[config.mk]
export PLATFORM = sky130hd
export DESIGN_NAME = hbwu_unit
export DESIGN_NICKNAME = d
export VERILOG_FILES = /design/src/hbwu_pkg.sv /design/src/hbwu_unit.sv
export SDC_FILE = /design/constraint.sdc
export NUM_CORES = 2
export LEC_CHECK = 0
export BUFFER_PORTS_ARGS = -buffer_cell sky130_fd_sc_hd__buf_4
export CAP_MARGIN = 20
export CORE_ASPECT_RATIO = 1.25
export CORE_MARGIN = 2
export CORE_UTILIZATION = 57
export DETAILED_ROUTE_END_ITERATION = 16
export PLACE_DENSITY = 0.77
export SYNTH_ARGS = -nofsm -noshare
export SYNTH_HDL_FRONTEND = slang
export SYNTH_SLANG_ARGS = --single-unit
[constraint.sdc]
create_clock -name aclk -period 3.3 [get_ports aclk]
set_input_delay 0.495 -clock aclk [delete_from_list [all_inputs] [get_ports aclk]]
set_output_delay 0.495 -clock aclk [all_outputs]
set_load 0.01 [all_outputs]
[src/hbwu_pkg.sv]
package hbwu_pkg;

	// Entry and thread counts
	localparam int          NUM_ENTRY      = 4;
	localparam int          NUM_THREAD     = 8;
	localparam int          THREAD_W       = 3;
	localparam int          AXI_ADDR_W     = 12;

	// Register indices; byte address is four times the index
	localparam logic [7:0]  IDX_IB_ADDR    = 8'h30;
	localparam logic [7:0]  IDX_IB_CTL     = 8'h40;
	localparam logic [7:0]  IDX_DW_FIRST   = 8'h50;
	localparam logic [7:0]  IDX_DW_SECOND  = 8'h60;
	localparam logic [7:0]  IDX_DW_CTL     = 8'h70;
	localparam logic [7:0]  IDX_RW_MASK    = 8'h80;
	localparam logic [7:0]  IDX_RW_VALUE   = 8'h90;
	localparam logic [7:0]  IDX_RW_CTL     = 8'h9c;
	localparam logic [7:0]  IDX_CAUSE      = 8'h15;
	localparam logic [7:0]  IDX_CAUSE_DATA = 8'h16;
	localparam logic [7:0]  BANK_SPAN      = 8'h04;
	localparam int          IDX_LSB        = 2;
	localparam int          IDX_MSB        = 9;

	// Control register fields
	localparam int          CTL_EN_BIT     = 0;
	localparam int          CTL_SEL_BIT    = 1;
	localparam int          CTL_LOAD_BIT   = 2;
	localparam int          CTL_THR_LSB    = 16;
	localparam int          CTL_THR_MSB    = 23;
	localparam logic [31:0] IB_CTL_WMASK   = 32'h00ff0003;
	localparam logic [31:0] DW_CTL_WMASK   = 32'h00ff0007;
	localparam logic [31:0] RW_CTL_WMASK   = 32'h00ff0003;
	localparam logic [31:0] FULL_WMASK     = 32'hffffffff;
	localparam logic [31:0] CTL_RESET      = 32'h00000000;
	localparam logic [31:0] ADDR_RESET     = 32'h00000000;

	// Cause register fields and codes
	localparam int          CAUSE_CODE_LSB = 0;
	localparam int          CAUSE_THR_LSB  = 8;
	localparam int          CAUSE_IDX_LSB  = 16;
	localparam logic [31:0] CAUSE_WMASK    = 32'h0003ff07;
	localparam logic [2:0]  CAUSE_NONE     = 3'h0;
	localparam logic [2:0]  CAUSE_IBREAK   = 3'h3;
	localparam logic [2:0]  CAUSE_DWATCH   = 3'h4;
	localparam logic [2:0]  CAUSE_RWATCH   = 3'h5;

	// Bus responses
	localparam logic [1:0]  RESP_OKAY      = 2'h0;
	localparam logic [1:0]  RESP_SLVERR    = 2'h2;

	// Pipeline reports
	typedef struct packed {
		logic                valid;
		logic [THREAD_W-1:0] thread;
		logic [31:0]         program_counter;
	} hbwu_fetch_t;

	typedef struct packed {
		logic                valid;
		logic                load;
		logic [THREAD_W-1:0] thread;
		logic [31:0]         addr;
	} hbwu_mem_t;

	typedef struct packed {
		logic                valid;
		logic [THREAD_W-1:0] thread;
		logic [31:0]         id;
	} hbwu_res_t;

endpackage

[src/hbwu_unit.sv]
`timescale 1ns/1ps

// Contract
// RL1: Compare executing thread PC with each breakpoint address; raise debug interrupt.
// RL2: Four independent instruction breakpoints, each with own address and control.
// RL3: Instruction control chooses allowed threads and the firing condition.
// RL4: Control bits 23:16 are a per-thread enable mask, reset zero.
// RL5: Instruction control bit 1: clear fires on equal, set on not equal.
// RL6: Control bit 0 enables the entry; clear never fires; resets zero.
// RL7: Four first comparison addresses for data watchpoints, consecutive bank.
// RL8: Four second comparison addresses for data watchpoints, separate bank.
// RL9: Each data watchpoint has its own control register in a bank.
// RL10: Data control bit 2 set triggers on loads meeting the address condition.
// RL11: Data control bit 1: clear needs both conditions, set needs either.
// RL12: Four 32-bit masks applied to resource identifiers before comparison.
// RL13: Four 32-bit resource comparison values in a consecutive bank.
// RL14: Each resource watchpoint has its own control register in a bank.
// RL15: Resource control bit 1: clear fires on condition A, set on B.
// RL16: Record cause code 3 instruction, 4 data, 5 resource.
// RL17: Record the 2-bit index of the firing entry, lowest index wins.
// RL18: Record the number of the triggering thread in an eight-bit field.
// RL19: Capture memory address on data hit, resource id on resource hit.
// RL20: Data condition A compares with first address, B with second.
// RL21: Resource conditions compare masked id with value: A equal, B unequal.
module hbwu_unit
	import hbwu_pkg::*;
(
	input  wire logic                  aclk,
	input  wire logic                  aresetn,
	input  wire logic                  ce,
	input  wire logic [AXI_ADDR_W-1:0] s_axi_awaddr,
	input  wire logic                  s_axi_awvalid,
	output logic                       s_axi_awready,
	input  wire logic [31:0]           s_axi_wdata,
	input  wire logic [3:0]            s_axi_wstrb,
	input  wire logic                  s_axi_wvalid,
	output logic                       s_axi_wready,
	output logic [1:0]                 s_axi_bresp,
	output logic                       s_axi_bvalid,
	input  wire logic                  s_axi_bready,
	input  wire logic [AXI_ADDR_W-1:0] s_axi_araddr,
	input  wire logic                  s_axi_arvalid,
	output logic                       s_axi_arready,
	output logic [31:0]                s_axi_rdata,
	output logic [1:0]                 s_axi_rresp,
	output logic                       s_axi_rvalid,
	input  wire logic                  s_axi_rready,
	input  wire hbwu_fetch_t           fetch_in,
	input  wire hbwu_mem_t             mem_in,
	input  wire hbwu_res_t             res_in,
	output logic                       debug_irq
);

	// Register banks, one word per entry
	logic [31:0]           ib_addr_ff  [NUM_ENTRY], ib_ctl_ff    [NUM_ENTRY];
	logic [31:0]           dw_first_ff [NUM_ENTRY], dw_second_ff [NUM_ENTRY];
	logic [31:0]           dw_ctl_ff   [NUM_ENTRY], rw_ctl_ff    [NUM_ENTRY];
	logic [31:0]           rw_mask_ff  [NUM_ENTRY], rw_value_ff  [NUM_ENTRY];
	logic [31:0]           cause_ff, cause_data_ff;
	logic                  irq_ff;
	// Bus state
	logic                  aw_held_ff, w_held_ff, bvalid_ff, rvalid_ff;
	logic [AXI_ADDR_W-1:0] awaddr_ff;
	logic [31:0]           wdata_ff, rdata_ff;
	logic [3:0]            wstrb_ff;
	logic [1:0]            bresp_ff, rresp_ff;
	// Match results
	logic [NUM_ENTRY-1:0]  ib_hit, dw_hit, rw_hit;
	logic                  wr_fire, wr_ok, rd_ok;
	logic [7:0]            wr_idx, rd_idx;
	logic [31:0]           rd_data;
	logic [2:0]            nxt_code;
	logic [1:0]            nxt_entry;
	logic [THREAD_W-1:0]   nxt_thread;

	// True when idx falls in the four-entry bank at base
	function automatic logic in_bank(input logic [7:0] idx, input logic [7:0] base);
		in_bank = (idx >= base) && (idx < 8'(base + BANK_SPAN));
	endfunction
	// Byte-lane merge; reserved bits stay zero via wmask
	function automatic logic [31:0] merge(input logic [31:0] old, input logic [31:0] data,
		input logic [3:0] strb, input logic [31:0] wmask);
		merge = old;
		for (int b = 0; b < 4; b++) begin
			if (strb[b]) begin
				merge[b*8 +: 8] = data[b*8 +: 8];
			end
		end
		merge = merge & wmask;
	endfunction
	// Lowest set bit index
	function automatic logic [1:0] lowest(input logic [NUM_ENTRY-1:0] v);
		lowest = 2'h0;
		for (int k = NUM_ENTRY - 1; k >= 0; k--) begin
			if (v[k]) begin
				lowest = 2'(k);
			end
		end
	endfunction

	// Per-entry comparators
	generate
		for (genvar i = 0; i < NUM_ENTRY; i++) begin : g_entry
			logic        ib_cond, dw_a, dw_b, dw_kind, dw_cond, rw_cond;
			logic [31:0] rw_masked;
			// RL5: equal or unequal select
			assign ib_cond = ib_ctl_ff[i][CTL_SEL_BIT]
				? (fetch_in.program_counter != ib_addr_ff[i])
				: (fetch_in.program_counter == ib_addr_ff[i]);
			// RL1: breakpoint fires on PC
			// RL6: enable gates firing
			// RL4: thread mask gates firing
			assign ib_hit[i] = fetch_in.valid && ib_ctl_ff[i][CTL_EN_BIT]
				&& ib_ctl_ff[i][CTL_THR_LSB + fetch_in.thread] && ib_cond;
			// RL20: range bounds as conditions
			assign dw_a = mem_in.addr >= dw_first_ff[i];
			assign dw_b = mem_in.addr <= dw_second_ff[i];
			// RL10: load or store select
			assign dw_kind = dw_ctl_ff[i][CTL_LOAD_BIT] ? mem_in.load : !mem_in.load;
			// RL11: AND or OR combine
			assign dw_cond = dw_ctl_ff[i][CTL_SEL_BIT] ? (dw_a || dw_b) : (dw_a && dw_b);
			// RL6: data enable and mask
			assign dw_hit[i] = mem_in.valid && dw_ctl_ff[i][CTL_EN_BIT]
				&& dw_ctl_ff[i][CTL_THR_LSB + mem_in.thread] && dw_kind && dw_cond;
			// RL21: masked identifier compare
			assign rw_masked = res_in.id & rw_mask_ff[i];
			// RL15: condition A or B
			assign rw_cond = rw_ctl_ff[i][CTL_SEL_BIT]
				? (rw_masked != rw_value_ff[i]) : (rw_masked == rw_value_ff[i]);
			// RL6: resource enable and mask
			assign rw_hit[i] = res_in.valid && rw_ctl_ff[i][CTL_EN_BIT]
				&& rw_ctl_ff[i][CTL_THR_LSB + res_in.thread] && rw_cond;
		end
	endgenerate

	// Cause selection; instruction beats data beats resource
	always_comb begin
		nxt_code   = CAUSE_NONE;
		nxt_entry  = 2'h0;
		nxt_thread = '0;
		// RL16: cause codes
		// RL17: lowest index wins
		if (|ib_hit) begin
			nxt_code   = CAUSE_IBREAK;
			nxt_entry  = lowest(ib_hit);
			nxt_thread = fetch_in.thread;
		end else if (|dw_hit) begin
			nxt_code   = CAUSE_DWATCH;
			nxt_entry  = lowest(dw_hit);
			nxt_thread = mem_in.thread;
		end else if (|rw_hit) begin
			nxt_code   = CAUSE_RWATCH;
			nxt_entry  = lowest(rw_hit);
			nxt_thread = res_in.thread;
		end
	end

	// Write channel handshakes; address and data taken in either order
	assign s_axi_awready = ce && !aw_held_ff && !bvalid_ff; // Frozen: nothing is lost
	assign s_axi_wready  = ce && !w_held_ff && !bvalid_ff;
	assign wr_fire       = aw_held_ff && w_held_ff && !bvalid_ff;
	assign wr_idx        = awaddr_ff[IDX_MSB:IDX_LSB];
	assign s_axi_bvalid  = bvalid_ff;
	assign s_axi_bresp   = bresp_ff;
	// Write decode; upper address bits must be zero
	always_comb begin
		wr_ok = 1'b0;
		if (awaddr_ff[AXI_ADDR_W-1:IDX_MSB+1] == '0) begin
			wr_ok = in_bank(wr_idx, IDX_IB_ADDR) || in_bank(wr_idx, IDX_IB_CTL)
				|| in_bank(wr_idx, IDX_DW_FIRST) || in_bank(wr_idx, IDX_DW_SECOND)
				|| in_bank(wr_idx, IDX_DW_CTL) || in_bank(wr_idx, IDX_RW_MASK)
				|| in_bank(wr_idx, IDX_RW_VALUE) || in_bank(wr_idx, IDX_RW_CTL)
				|| wr_idx == IDX_CAUSE || wr_idx == IDX_CAUSE_DATA;
		end
	end

	// Write address and data capture
	always_ff @(posedge aclk) begin
		if (!aresetn) begin
			aw_held_ff <= 1'b0;
			w_held_ff  <= 1'b0;
			awaddr_ff  <= '0;
			wdata_ff   <= '0;
			wstrb_ff   <= '0;
		end else if (ce) begin
			if (s_axi_awvalid && s_axi_awready) begin
				aw_held_ff <= 1'b1;
				awaddr_ff  <= s_axi_awaddr;
			end else if (wr_fire) begin
				aw_held_ff <= 1'b0;
			end
			if (s_axi_wvalid && s_axi_wready) begin
				w_held_ff <= 1'b1;
				wdata_ff  <= s_axi_wdata;
				wstrb_ff  <= s_axi_wstrb;
			end else if (wr_fire) begin
				w_held_ff <= 1'b0;
			end
		end
	end

	// Write response; unmapped writes answer SLVERR
	always_ff @(posedge aclk) begin
		if (!aresetn) begin
			bvalid_ff <= 1'b0;
			bresp_ff  <= RESP_OKAY;
		end else if (ce) begin
			if (wr_fire) begin
				bvalid_ff <= 1'b1;
				bresp_ff  <= wr_ok ? RESP_OKAY : RESP_SLVERR;
			end else if (s_axi_bready) begin
				bvalid_ff <= 1'b0;
			end
		end
	end

	// Comparator register banks
	always_ff @(posedge aclk) begin
		if (!aresetn) begin
			for (int i = 0; i < NUM_ENTRY; i++) begin
				ib_addr_ff[i]   <= ADDR_RESET;
				ib_ctl_ff[i]    <= CTL_RESET;
				dw_first_ff[i]  <= ADDR_RESET;
				dw_second_ff[i] <= ADDR_RESET;
				dw_ctl_ff[i]    <= CTL_RESET;
				rw_mask_ff[i]   <= ADDR_RESET;
				rw_value_ff[i]  <= ADDR_RESET;
				rw_ctl_ff[i]    <= CTL_RESET;
			end
		end else if (ce && wr_fire && wr_ok) begin
			for (int i = 0; i < NUM_ENTRY; i++) begin
				// RL2: separate instruction address and control
				if (wr_idx == 8'(IDX_IB_ADDR + i)) begin
					ib_addr_ff[i] <= merge(ib_addr_ff[i], wdata_ff, wstrb_ff, FULL_WMASK);
				end
				// RL3: thread mask and condition stored
				if (wr_idx == 8'(IDX_IB_CTL + i)) begin
					ib_ctl_ff[i] <= merge(ib_ctl_ff[i], wdata_ff, wstrb_ff, IB_CTL_WMASK);
				end
				// RL7: first address bank
				if (wr_idx == 8'(IDX_DW_FIRST + i)) begin
					dw_first_ff[i] <= merge(dw_first_ff[i], wdata_ff, wstrb_ff, FULL_WMASK);
				end
				// RL8: second address bank
				if (wr_idx == 8'(IDX_DW_SECOND + i)) begin
					dw_second_ff[i] <= merge(dw_second_ff[i], wdata_ff, wstrb_ff, FULL_WMASK);
				end
				// RL9: data control bank
				if (wr_idx == 8'(IDX_DW_CTL + i)) begin
					dw_ctl_ff[i] <= merge(dw_ctl_ff[i], wdata_ff, wstrb_ff, DW_CTL_WMASK);
				end
				// RL12: resource mask bank
				if (wr_idx == 8'(IDX_RW_MASK + i)) begin
					rw_mask_ff[i] <= merge(rw_mask_ff[i], wdata_ff, wstrb_ff, FULL_WMASK);
				end
				// RL13: resource value bank
				if (wr_idx == 8'(IDX_RW_VALUE + i)) begin
					rw_value_ff[i] <= merge(rw_value_ff[i], wdata_ff, wstrb_ff, FULL_WMASK);
				end
				// RL14: resource control bank
				if (wr_idx == 8'(IDX_RW_CTL + i)) begin
					rw_ctl_ff[i] <= merge(rw_ctl_ff[i], wdata_ff, wstrb_ff, RW_CTL_WMASK);
				end
			end
		end
	end

	// Cause capture; a hit wins over a software write in the same cycle
	always_ff @(posedge aclk) begin
		if (!aresetn) begin
			cause_ff <= '0;
		end else if (ce) begin
			if (nxt_code != CAUSE_NONE) begin
				cause_ff <= '0;
				// RL16: record cause code
				cause_ff[CAUSE_CODE_LSB +: 3] <= nxt_code;
				// RL17: record entry index
				cause_ff[CAUSE_IDX_LSB +: 2] <= nxt_entry;
				// RL18: record thread number
				cause_ff[CAUSE_THR_LSB +: THREAD_W] <= nxt_thread;
			end else if (wr_fire && wr_ok && wr_idx == IDX_CAUSE) begin
				cause_ff <= merge(cause_ff, wdata_ff, wstrb_ff, CAUSE_WMASK);
			end
		end
	end

	// Address or identifier behind the last watchpoint hit
	always_ff @(posedge aclk) begin
		if (!aresetn) begin
			cause_data_ff <= '0;
		end else if (ce) begin
			// RL19: effective address or resource id
			if (nxt_code == CAUSE_DWATCH) begin
				cause_data_ff <= mem_in.addr;
			end else if (nxt_code == CAUSE_RWATCH) begin
				cause_data_ff <= res_in.id;
			end else if (wr_fire && wr_ok && wr_idx == IDX_CAUSE_DATA) begin
				cause_data_ff <= merge(cause_data_ff, wdata_ff, wstrb_ff, FULL_WMASK);
			end
		end
	end

	// Debug interrupt pulse, one cycle per hit cycle
	always_ff @(posedge aclk) begin
		if (!aresetn) begin
			irq_ff <= 1'b0;
		end else if (ce) begin
			// RL1: interrupt to the core
			irq_ff <= (nxt_code != CAUSE_NONE);
		end
	end
	assign debug_irq = irq_ff;

	// Read decode; bank entry picked by low index bits
	assign rd_idx = s_axi_araddr[IDX_MSB:IDX_LSB];
	always_comb begin
		rd_ok   = 1'b1;
		rd_data = '0;
		if (s_axi_araddr[AXI_ADDR_W-1:IDX_MSB+1] != '0) begin
			rd_ok = 1'b0;
		end else if (in_bank(rd_idx, IDX_IB_ADDR)) begin
			rd_data = ib_addr_ff[rd_idx[1:0]];
		end else if (in_bank(rd_idx, IDX_IB_CTL)) begin
			rd_data = ib_ctl_ff[rd_idx[1:0]];
		end else if (in_bank(rd_idx, IDX_DW_FIRST)) begin
			rd_data = dw_first_ff[rd_idx[1:0]];
		end else if (in_bank(rd_idx, IDX_DW_SECOND)) begin
			rd_data = dw_second_ff[rd_idx[1:0]];
		end else if (in_bank(rd_idx, IDX_DW_CTL)) begin
			rd_data = dw_ctl_ff[rd_idx[1:0]];
		end else if (in_bank(rd_idx, IDX_RW_MASK)) begin
			rd_data = rw_mask_ff[rd_idx[1:0]];
		end else if (in_bank(rd_idx, IDX_RW_VALUE)) begin
			rd_data = rw_value_ff[rd_idx[1:0]];
		end else if (in_bank(rd_idx, IDX_RW_CTL)) begin
			rd_data = rw_ctl_ff[2'(rd_idx - IDX_RW_CTL)];
		end else if (rd_idx == IDX_CAUSE) begin
			rd_data = cause_ff;
		end else if (rd_idx == IDX_CAUSE_DATA) begin
			rd_data = cause_data_ff;
		end else begin
			rd_ok = 1'b0;
		end
	end

	// Read channel; one read outstanding
	assign s_axi_arready = ce && !rvalid_ff;
	assign s_axi_rvalid  = rvalid_ff;
	assign s_axi_rdata   = rdata_ff;
	assign s_axi_rresp   = rresp_ff;
	always_ff @(posedge aclk) begin
		if (!aresetn) begin
			rvalid_ff <= 1'b0;
			rdata_ff  <= '0;
			rresp_ff  <= RESP_OKAY;
		end else if (ce) begin
			if (s_axi_arvalid && s_axi_arready) begin
				rvalid_ff <= 1'b1;
				rdata_ff  <= rd_data;
				rresp_ff  <= rd_ok ? RESP_OKAY : RESP_SLVERR;
			end else if (s_axi_rready) begin
				rvalid_ff <= 1'b0;
			end
		end
	end

endmodule

# Yosys cells after proc, flatten, opt, wreduce, memory -nomap -nowiden
# Memories as Yosys holds them, arrays and structs flattened.
# Cells that the tools add are included.
# op_classes
n_reduce_logical,128
muxes,681
n_lt_le_gt_ge,43
add_sub_neg,4
bitwise_logic,36
n_eq_ne,54
# op_table
cell,n
2-to-1 mux 8 bit,372
2-to-1 mux 32 bit,36
== test 32 bit,8
inequality test 32 bit,8
2-to-1 mux 1 bit,176
bitwise AND 32 bit,4
"== test 8 x 7 -> 1 bit, second input constant",16
>= comparator 32 bit,4
<= comparator 32 bit,4
2-to-1 mux 2 bit,50
"== test 8 bit, second input constant",12
2-to-1 mux 10 bit,8
logical AND 1 bit,75
2-to-1 mux 3 bit,23
">= comparator 8 x 7 -> 1 bit, second input constant",8
"less-than comparator 8 x 7 -> 1 bit, second input constant",8
binary-select mux 1 bit (select 5 bit),12
">= comparator 8 bit, second input constant",6
"less-than comparator 8 bit, second input constant",6
2-to-1 mux 11 bit,4
"== test 8 x 5 -> 1 bit, second input constant",4
"== test 8 x 6 -> 1 bit, second input constant",4
OR 1 bit,32
AND reduction 3 bit,7
13 further kinds,59
# word_totals
ram_bits,764
output_inout_bits,42
reg_bits,153
memories,8
in_bits,177
word_cells,973
# mem_list
name,words,word_bits,read_ports,rd_ports_with_merged_regs,wr,line,rtl
dw_first_ff,4,32,5,0,4,hbwu_unit.sv:56,"logic [31:0] dw_first_ff [NUM_ENTRY], dw_second_ff [NUM_ENTRY];"
dw_second_ff,4,32,5,0,4,hbwu_unit.sv:56,
ib_addr_ff,4,32,5,0,4,hbwu_unit.sv:55,"logic [31:0] ib_addr_ff [NUM_ENTRY], ib_ctl_ff [NUM_ENTRY];"
rw_mask_ff,4,32,5,0,4,hbwu_unit.sv:58,"logic [31:0] rw_mask_ff [NUM_ENTRY], rw_value_ff [NUM_ENTRY];"
rw_value_ff,4,32,5,0,4,hbwu_unit.sv:58,
dw_ctl_ff,4,11,5,0,4,hbwu_unit.sv:57,"logic [31:0] dw_ctl_ff [NUM_ENTRY], rw_ctl_ff [NUM_ENTRY];"
+2 memories,n/a,n/a,n/a,n/a,n/a,n/a,

# Longest topological paths before layout
# logic_depth
ltp_word,17
ltp_mapped,15
ltp_nobuf,12

# Worst setup path after synthesis
# No wires, ideal clock.
# synth_timing
kind,input-to-reg
from,in mem_in[13] (netlist name)
to,reg cause_data_ff[0]
required_time_ns,3.176
setup_ns,0.124
n_path_buf,3
t_arrival_ns,3.250
slack_ns,-0.074
cell_stages,14
cell_sequence,ha_1 -> a21o_1 -> a21o_1 -> a221o_1 -> a211o_1 -> o211a_1 -> a2111o_1 -> and4bb_1 -> buf_6 -> buf_6 -> buf_6 -> mux2i_1 -> o21bai_1 -> o22ai_2
# synth_via
elab_chain_cells,10
word_cells_on_any_way,34
cone_classes,order compare (8); eq/ne (2); mux (8); reduce/logical (16)
# synth_lines
element,line,rtl
"start, declared",hbwu_unit.sv:49,"input wire hbwu_mem_t mem_in,"
>= comparator 32 bit / <= comparator 32 bit (equally long branches),"hbwu_unit.sv:116, hbwu_unit.sv:117",
logical AND 1 bit / logical OR 1 bit (equally long branches),hbwu_unit.sv:121,assign dw_cond = dw_ctl_ff[i][CTL_SEL_BIT] ? (dw_a || dw_b) : (dw_a && dw_b);
2-to-1 mux 1 bit,hbwu_unit.sv:121,
logical AND 1 bit,hbwu_unit.sv:124,&& dw_ctl_ff[i][CTL_THR_LSB + mem_in.thread] && dw_kind && dw_cond;
OR reduction 4 bit *,hbwu_unit.sv:147,end else if (|dw_hit) begin
2-to-1 mux 3 bit *,hbwu_unit.sv:147,
2-to-1 mux 3 bit *,hbwu_unit.sv:143,if (|ib_hit) begin
"== test 3 bit, on equally long branches","hbwu_unit.sv:293, hbwu_unit.sv:295",
nonzero test 3 bit (no line) / 2-to-1 mux 32 bit (equally long branches),n/a,
AND reduction 3 bit (no line) / 2-to-1 mux 32 bit (equally long branches),n/a,
"end signal, assigned",hbwu_unit.sv:294,cause_data_ff <= mem_in.addr;
"end signal, assigned",hbwu_unit.sv:296,cause_data_ff <= res_in.id;
"end signal, assigned",hbwu_unit.sv:298,"cause_data_ff <= merge(cause_data_ff, wdata_ff, wstrb_ff, FULL_WMASK);"
"end, declared",hbwu_unit.sv:59,"logic [31:0] cause_ff, cause_data_ff;"
# Every way passes the cells marked *; elsewhere a longest branch is shown, timed or not.
# A chain may end at the register's enable or synchronous reset.

==> impl_metrics.yaml <==
cts:
  clock-sinks: 894
  numCtsBuffers: 91
  cts_root_buf: "clkbuf_16"
  clock_latency_ns: 0.68
  cts_max_level: 3
  cts_hold_buffers: 0
  clk_path_buf_depth: 3
  cts_tree: "yes"
  clk_pin_slew_ns: 0.07
global_route:
  grt_max_degree: 119
  first_global_vias: 41601
  grt_pass1_wl_um: 293000
  gr-usage-all-layers_pct: 43.7
  antenna_found_initial: 24
  overflow: 0
setup_path:
  criticalPathCategory: "register to register"
  start_kind: "register"
  max_stage_delay_ns: 0.42
  cp_max_fo: 8
  worstPathRequired_ns: 3.89
  cp_slowest_cell: "edfxtp_1"
  crit_path_end_kind: "register"
  crit_path_start: "dw_second_ff[1][30]"
  crit_arrival_ns: 4.07
  cp_num_buf_inv: 4
  r2r_start: "dw_second_ff[1][30]"
  crit_chain: "inv_1 -> ha_1 -> nand4_1 -> nor3_1 -> a21oi_1 -> buf_4 -> a22oi_1 -> nor2_1 -> o2111ai_4 -> and4bb_4 -> buf_6 -> a21oi_4 -> buf_12 -> o21a_4 -> o22ai_1"
  crit_family: "simple AND/OR/NAND/NOR gates"
run_status:
  violations: "negative setup slack"
  outcome: "finished, violations left"
logic_synthesis:
  synth_top_area_share_pct: 43.5
  synth_edf_count: 764
  yosysSeqAreaShare_pct: 48.4
  synth_ff_type: "edfxtp_1"
  synth_cells: 4710
  synthArstFlopShare_pct: 0
  synth_seq_cells: 894
  synth.distinct_cells: 83
  yosysTopAreaCell: "edfxtp_1"
  syn_area_um2: 52800
  syn_avg_cell_area_um2: 11.2
  ys_top_cells_by_area: "edfxtp_1 (43%), mux4_2 (9.2%), and2_1 (9.2%)"
  yosysWarnings: 0
sta:
  finalWorstSetupSlack_ns: -0.185
  setup_viol: 46
  min_period_ns: 3.49
  max_freq_mhz: 287
  report.final.hold_viol_count: 0
  post-route-period-util_pct: 106
  finClkSkew_ns: 0.0300
  slew_viol_final: 0
  worst_slew_pin_slew_ns: 1.32
  max_slew_margin_pct: 11.6
  rsz0062_at_grt: "yes"
drt:
  vias: 43149
  drtPass1Iterations: 7
  route.detailed.drc: 0
  dr.first_iter.drc_count: 6194
  detail-route-antenna-nets: 0
  routed_wl_um: 210000
  post_drt_wl_per_cell_um: 32.0
  vias_per_cell: 6.58
power:
  peakVddDrop_mv: 0.469
  power_w: 0.0274
  powerDensity_nw_per_um2: 433
  leakagePower_nw: 25.8
floorplanning:
  pin_count: 219
  die_x_um: 276
  rows: 124
  initial_utilization_pct: 57.6
  dieHeight_um: 344
  fp.dieArea_um2: 95100
  core_um2: 91700
place:
  port_buffers: 212
  post-place-ws_ns: -0.921
  gp_routability_congestion: 1.13
  dp_hpwl_um: 161000
final_layout:
  nFillCells: 6706
  post-route-util_pct: 69.1
  drive_gt1_share_pct: 25.4
  area_growth_pct: 20.0
  nNetsFinal: 5702
run:
  cap_violations: 0
worst_hold_path:
  hp-start: "s_axi_wdata[8]"
  hold_path.class: "input port to register"
[cells in the mapped netlist, drive strengths merged (5+ instances only)]
cell     instances
and2           773
edfxtp         764
nand2          444
inv            289
clkbuf         277
a21oi          276
ha             256
mux4           216
nor2           139
dfxtp          130
xor2           128
o21ai           71
a22oi           66
and3            66
mux2i           66
nand3           63
nand4           63
a21o            53
buf             50
a211oi          48
nor4            47
a21boi          35
nor3            34
o21bai          34
o22ai           33
and3b           32
o22a            32
nand2b          20
o211ai          19
a31oi           17
mux2            16
a22o            14
and4            12
o21a            12
nor2b           11
o2111ai         10
nor3b            9
a222oi           8
or4              8
a221oi           6
a2111oi          5
o31ai            5
[area by class of cell]
type	count	area, um2	share of cell area, %
tap	1197	1500	2.36
clock inverter	46	444	0.701
timing repair buffer	792	6560	10.4
inverter	289	1090	1.72
multi-input combinational	3201	25600	40.4
antenna	15	37.5	0.0593
sequential	894	25500	40.3
clock buffer	125	2600	4.10
[placed cells by master (no fill, tap or decap), types with 33 or more instances in the layout]
cell type | Yosys | final
buf_4 | 2 | 737
a22oi_1 | 66 | 66
and3_1 | 66 | 65
nor2_1 | 139 | 124
nand3_1 | 63 | 63
o21bai_1 | 34 | 34
mux2i_1 | 66 | 64
buf_12 | 0 | 46
nor4_1 | 46 | 35
nand4_1 | 63 | 63
o21ai_0 | 71 | 67
clkbuf_16 | 0 | 94
xor2_1 | 128 | 128
dfxtp_1 | 130 | 126
inv_1 | 288 | 269
ha_1 | 256 | 242
a21o_1 | 53 | 53
and2_1 | 773 | 772
a21oi_1 | 275 | 239
nand2_1 | 444 | 442
edfxtp_1 | 764 | 764
mux4_2 | 216 | 216
a21boi_0 | 35 | 35
a211oi_1 | 48 | 42
a21oi_2 | 0 | 33
[cells by family after synthesis]
logic type / after synthesis / synth area share, %
AND/OR/NAND/NOR: 1738 / 17.9
multiplexers: 298 / 10.8
AO/OA/AOI/OAI: 775 / 10.1
buffers and inverters: 616 / 4.54
flip-flops: 894 / 48.4
other: 1 / 0.00710
XOR/XNOR: 132 / 2.19
adder cells (fa/ha/maj): 256 / 6.07
[path summary, 6_finish.rpt]
| path | end | slack (ns) | cells after the start |
|---|---|---|---|
| setup / recovery | cause_data_ff[31] | -0.19 | 15 |
| setup reg to reg | cause_data_ff[31] | -0.19 | 15 |
| hold reg to reg | wdata_ff[15] | 0.46 | 2 |
| hold / removal | wdata_ff[8] | 0.06 | 3 |
[per-layer routing]
metal / global-route usage [%] / vias up / routed length [um]
met1: 50.8 / 20983 / 68900
met4: 36.0 / 16 / 20800
met2: 69.5 / 3136 / 94800
met3: 10.4 / 804 / 25100
li1: - / 18210 / -
met5: 0 / - / 110
[worst register-to-register path: cells and delay by family (launching register included)]
family / cells / cell delay, ns
simple gates: 4 / 1.11
buf+inv: 4 / 0.52
fa+ha+maj: 1 / 0.30
flops: 1 / 0.42
compound gates: 6 / 1.05
[registers in the layout, summed over array words and instances, names as in the netlist, 32 cells and up]
register,count
dw_first_ff,128
dw_second_ff,128
ib_addr_ff,128
rw_mask_ff,128
rw_value_ff,128
dw_ctl_ff,44
ib_ctl_ff,40
rw_ctl_ff,40
cause_data_ff,32
s_axi_rdata,32
wdata_ff,32
[through the flow]
stage	hold WS, ns	TNS (ns)	instance area (um2)	instances
floorplan	0.432	0	52800	4711
global placement	0.441	-38.40	59500	6356
detailed placement	0.449	-39.17	59500	6356
CTS	0.0480	-3.66	63100	6539
global route	0.0737	-12.04	63300	6552
finish	0.0592	-6.27	63300	6559
[timing repair]
item / 4_1_cts / 5_1_grt
endpoints found under the setup margin: 46 / 46
buffers inserted: 16 / 6
gates resized for setup: 113 / 20
pin swaps: 76 / 15
endpoints found under the hold margin: 0 / 0
[power by group]
part           leakage, nW  internal (W)  switching [W]
Sequential            8.94        0.0126       0.000437
Clock                 1.49       0.00602        0.00467
Combinational         15.4       0.00153        0.00217
Total                 25.8        0.0202        0.00727
No activity file was read; power rests on OpenSTA's default activity.
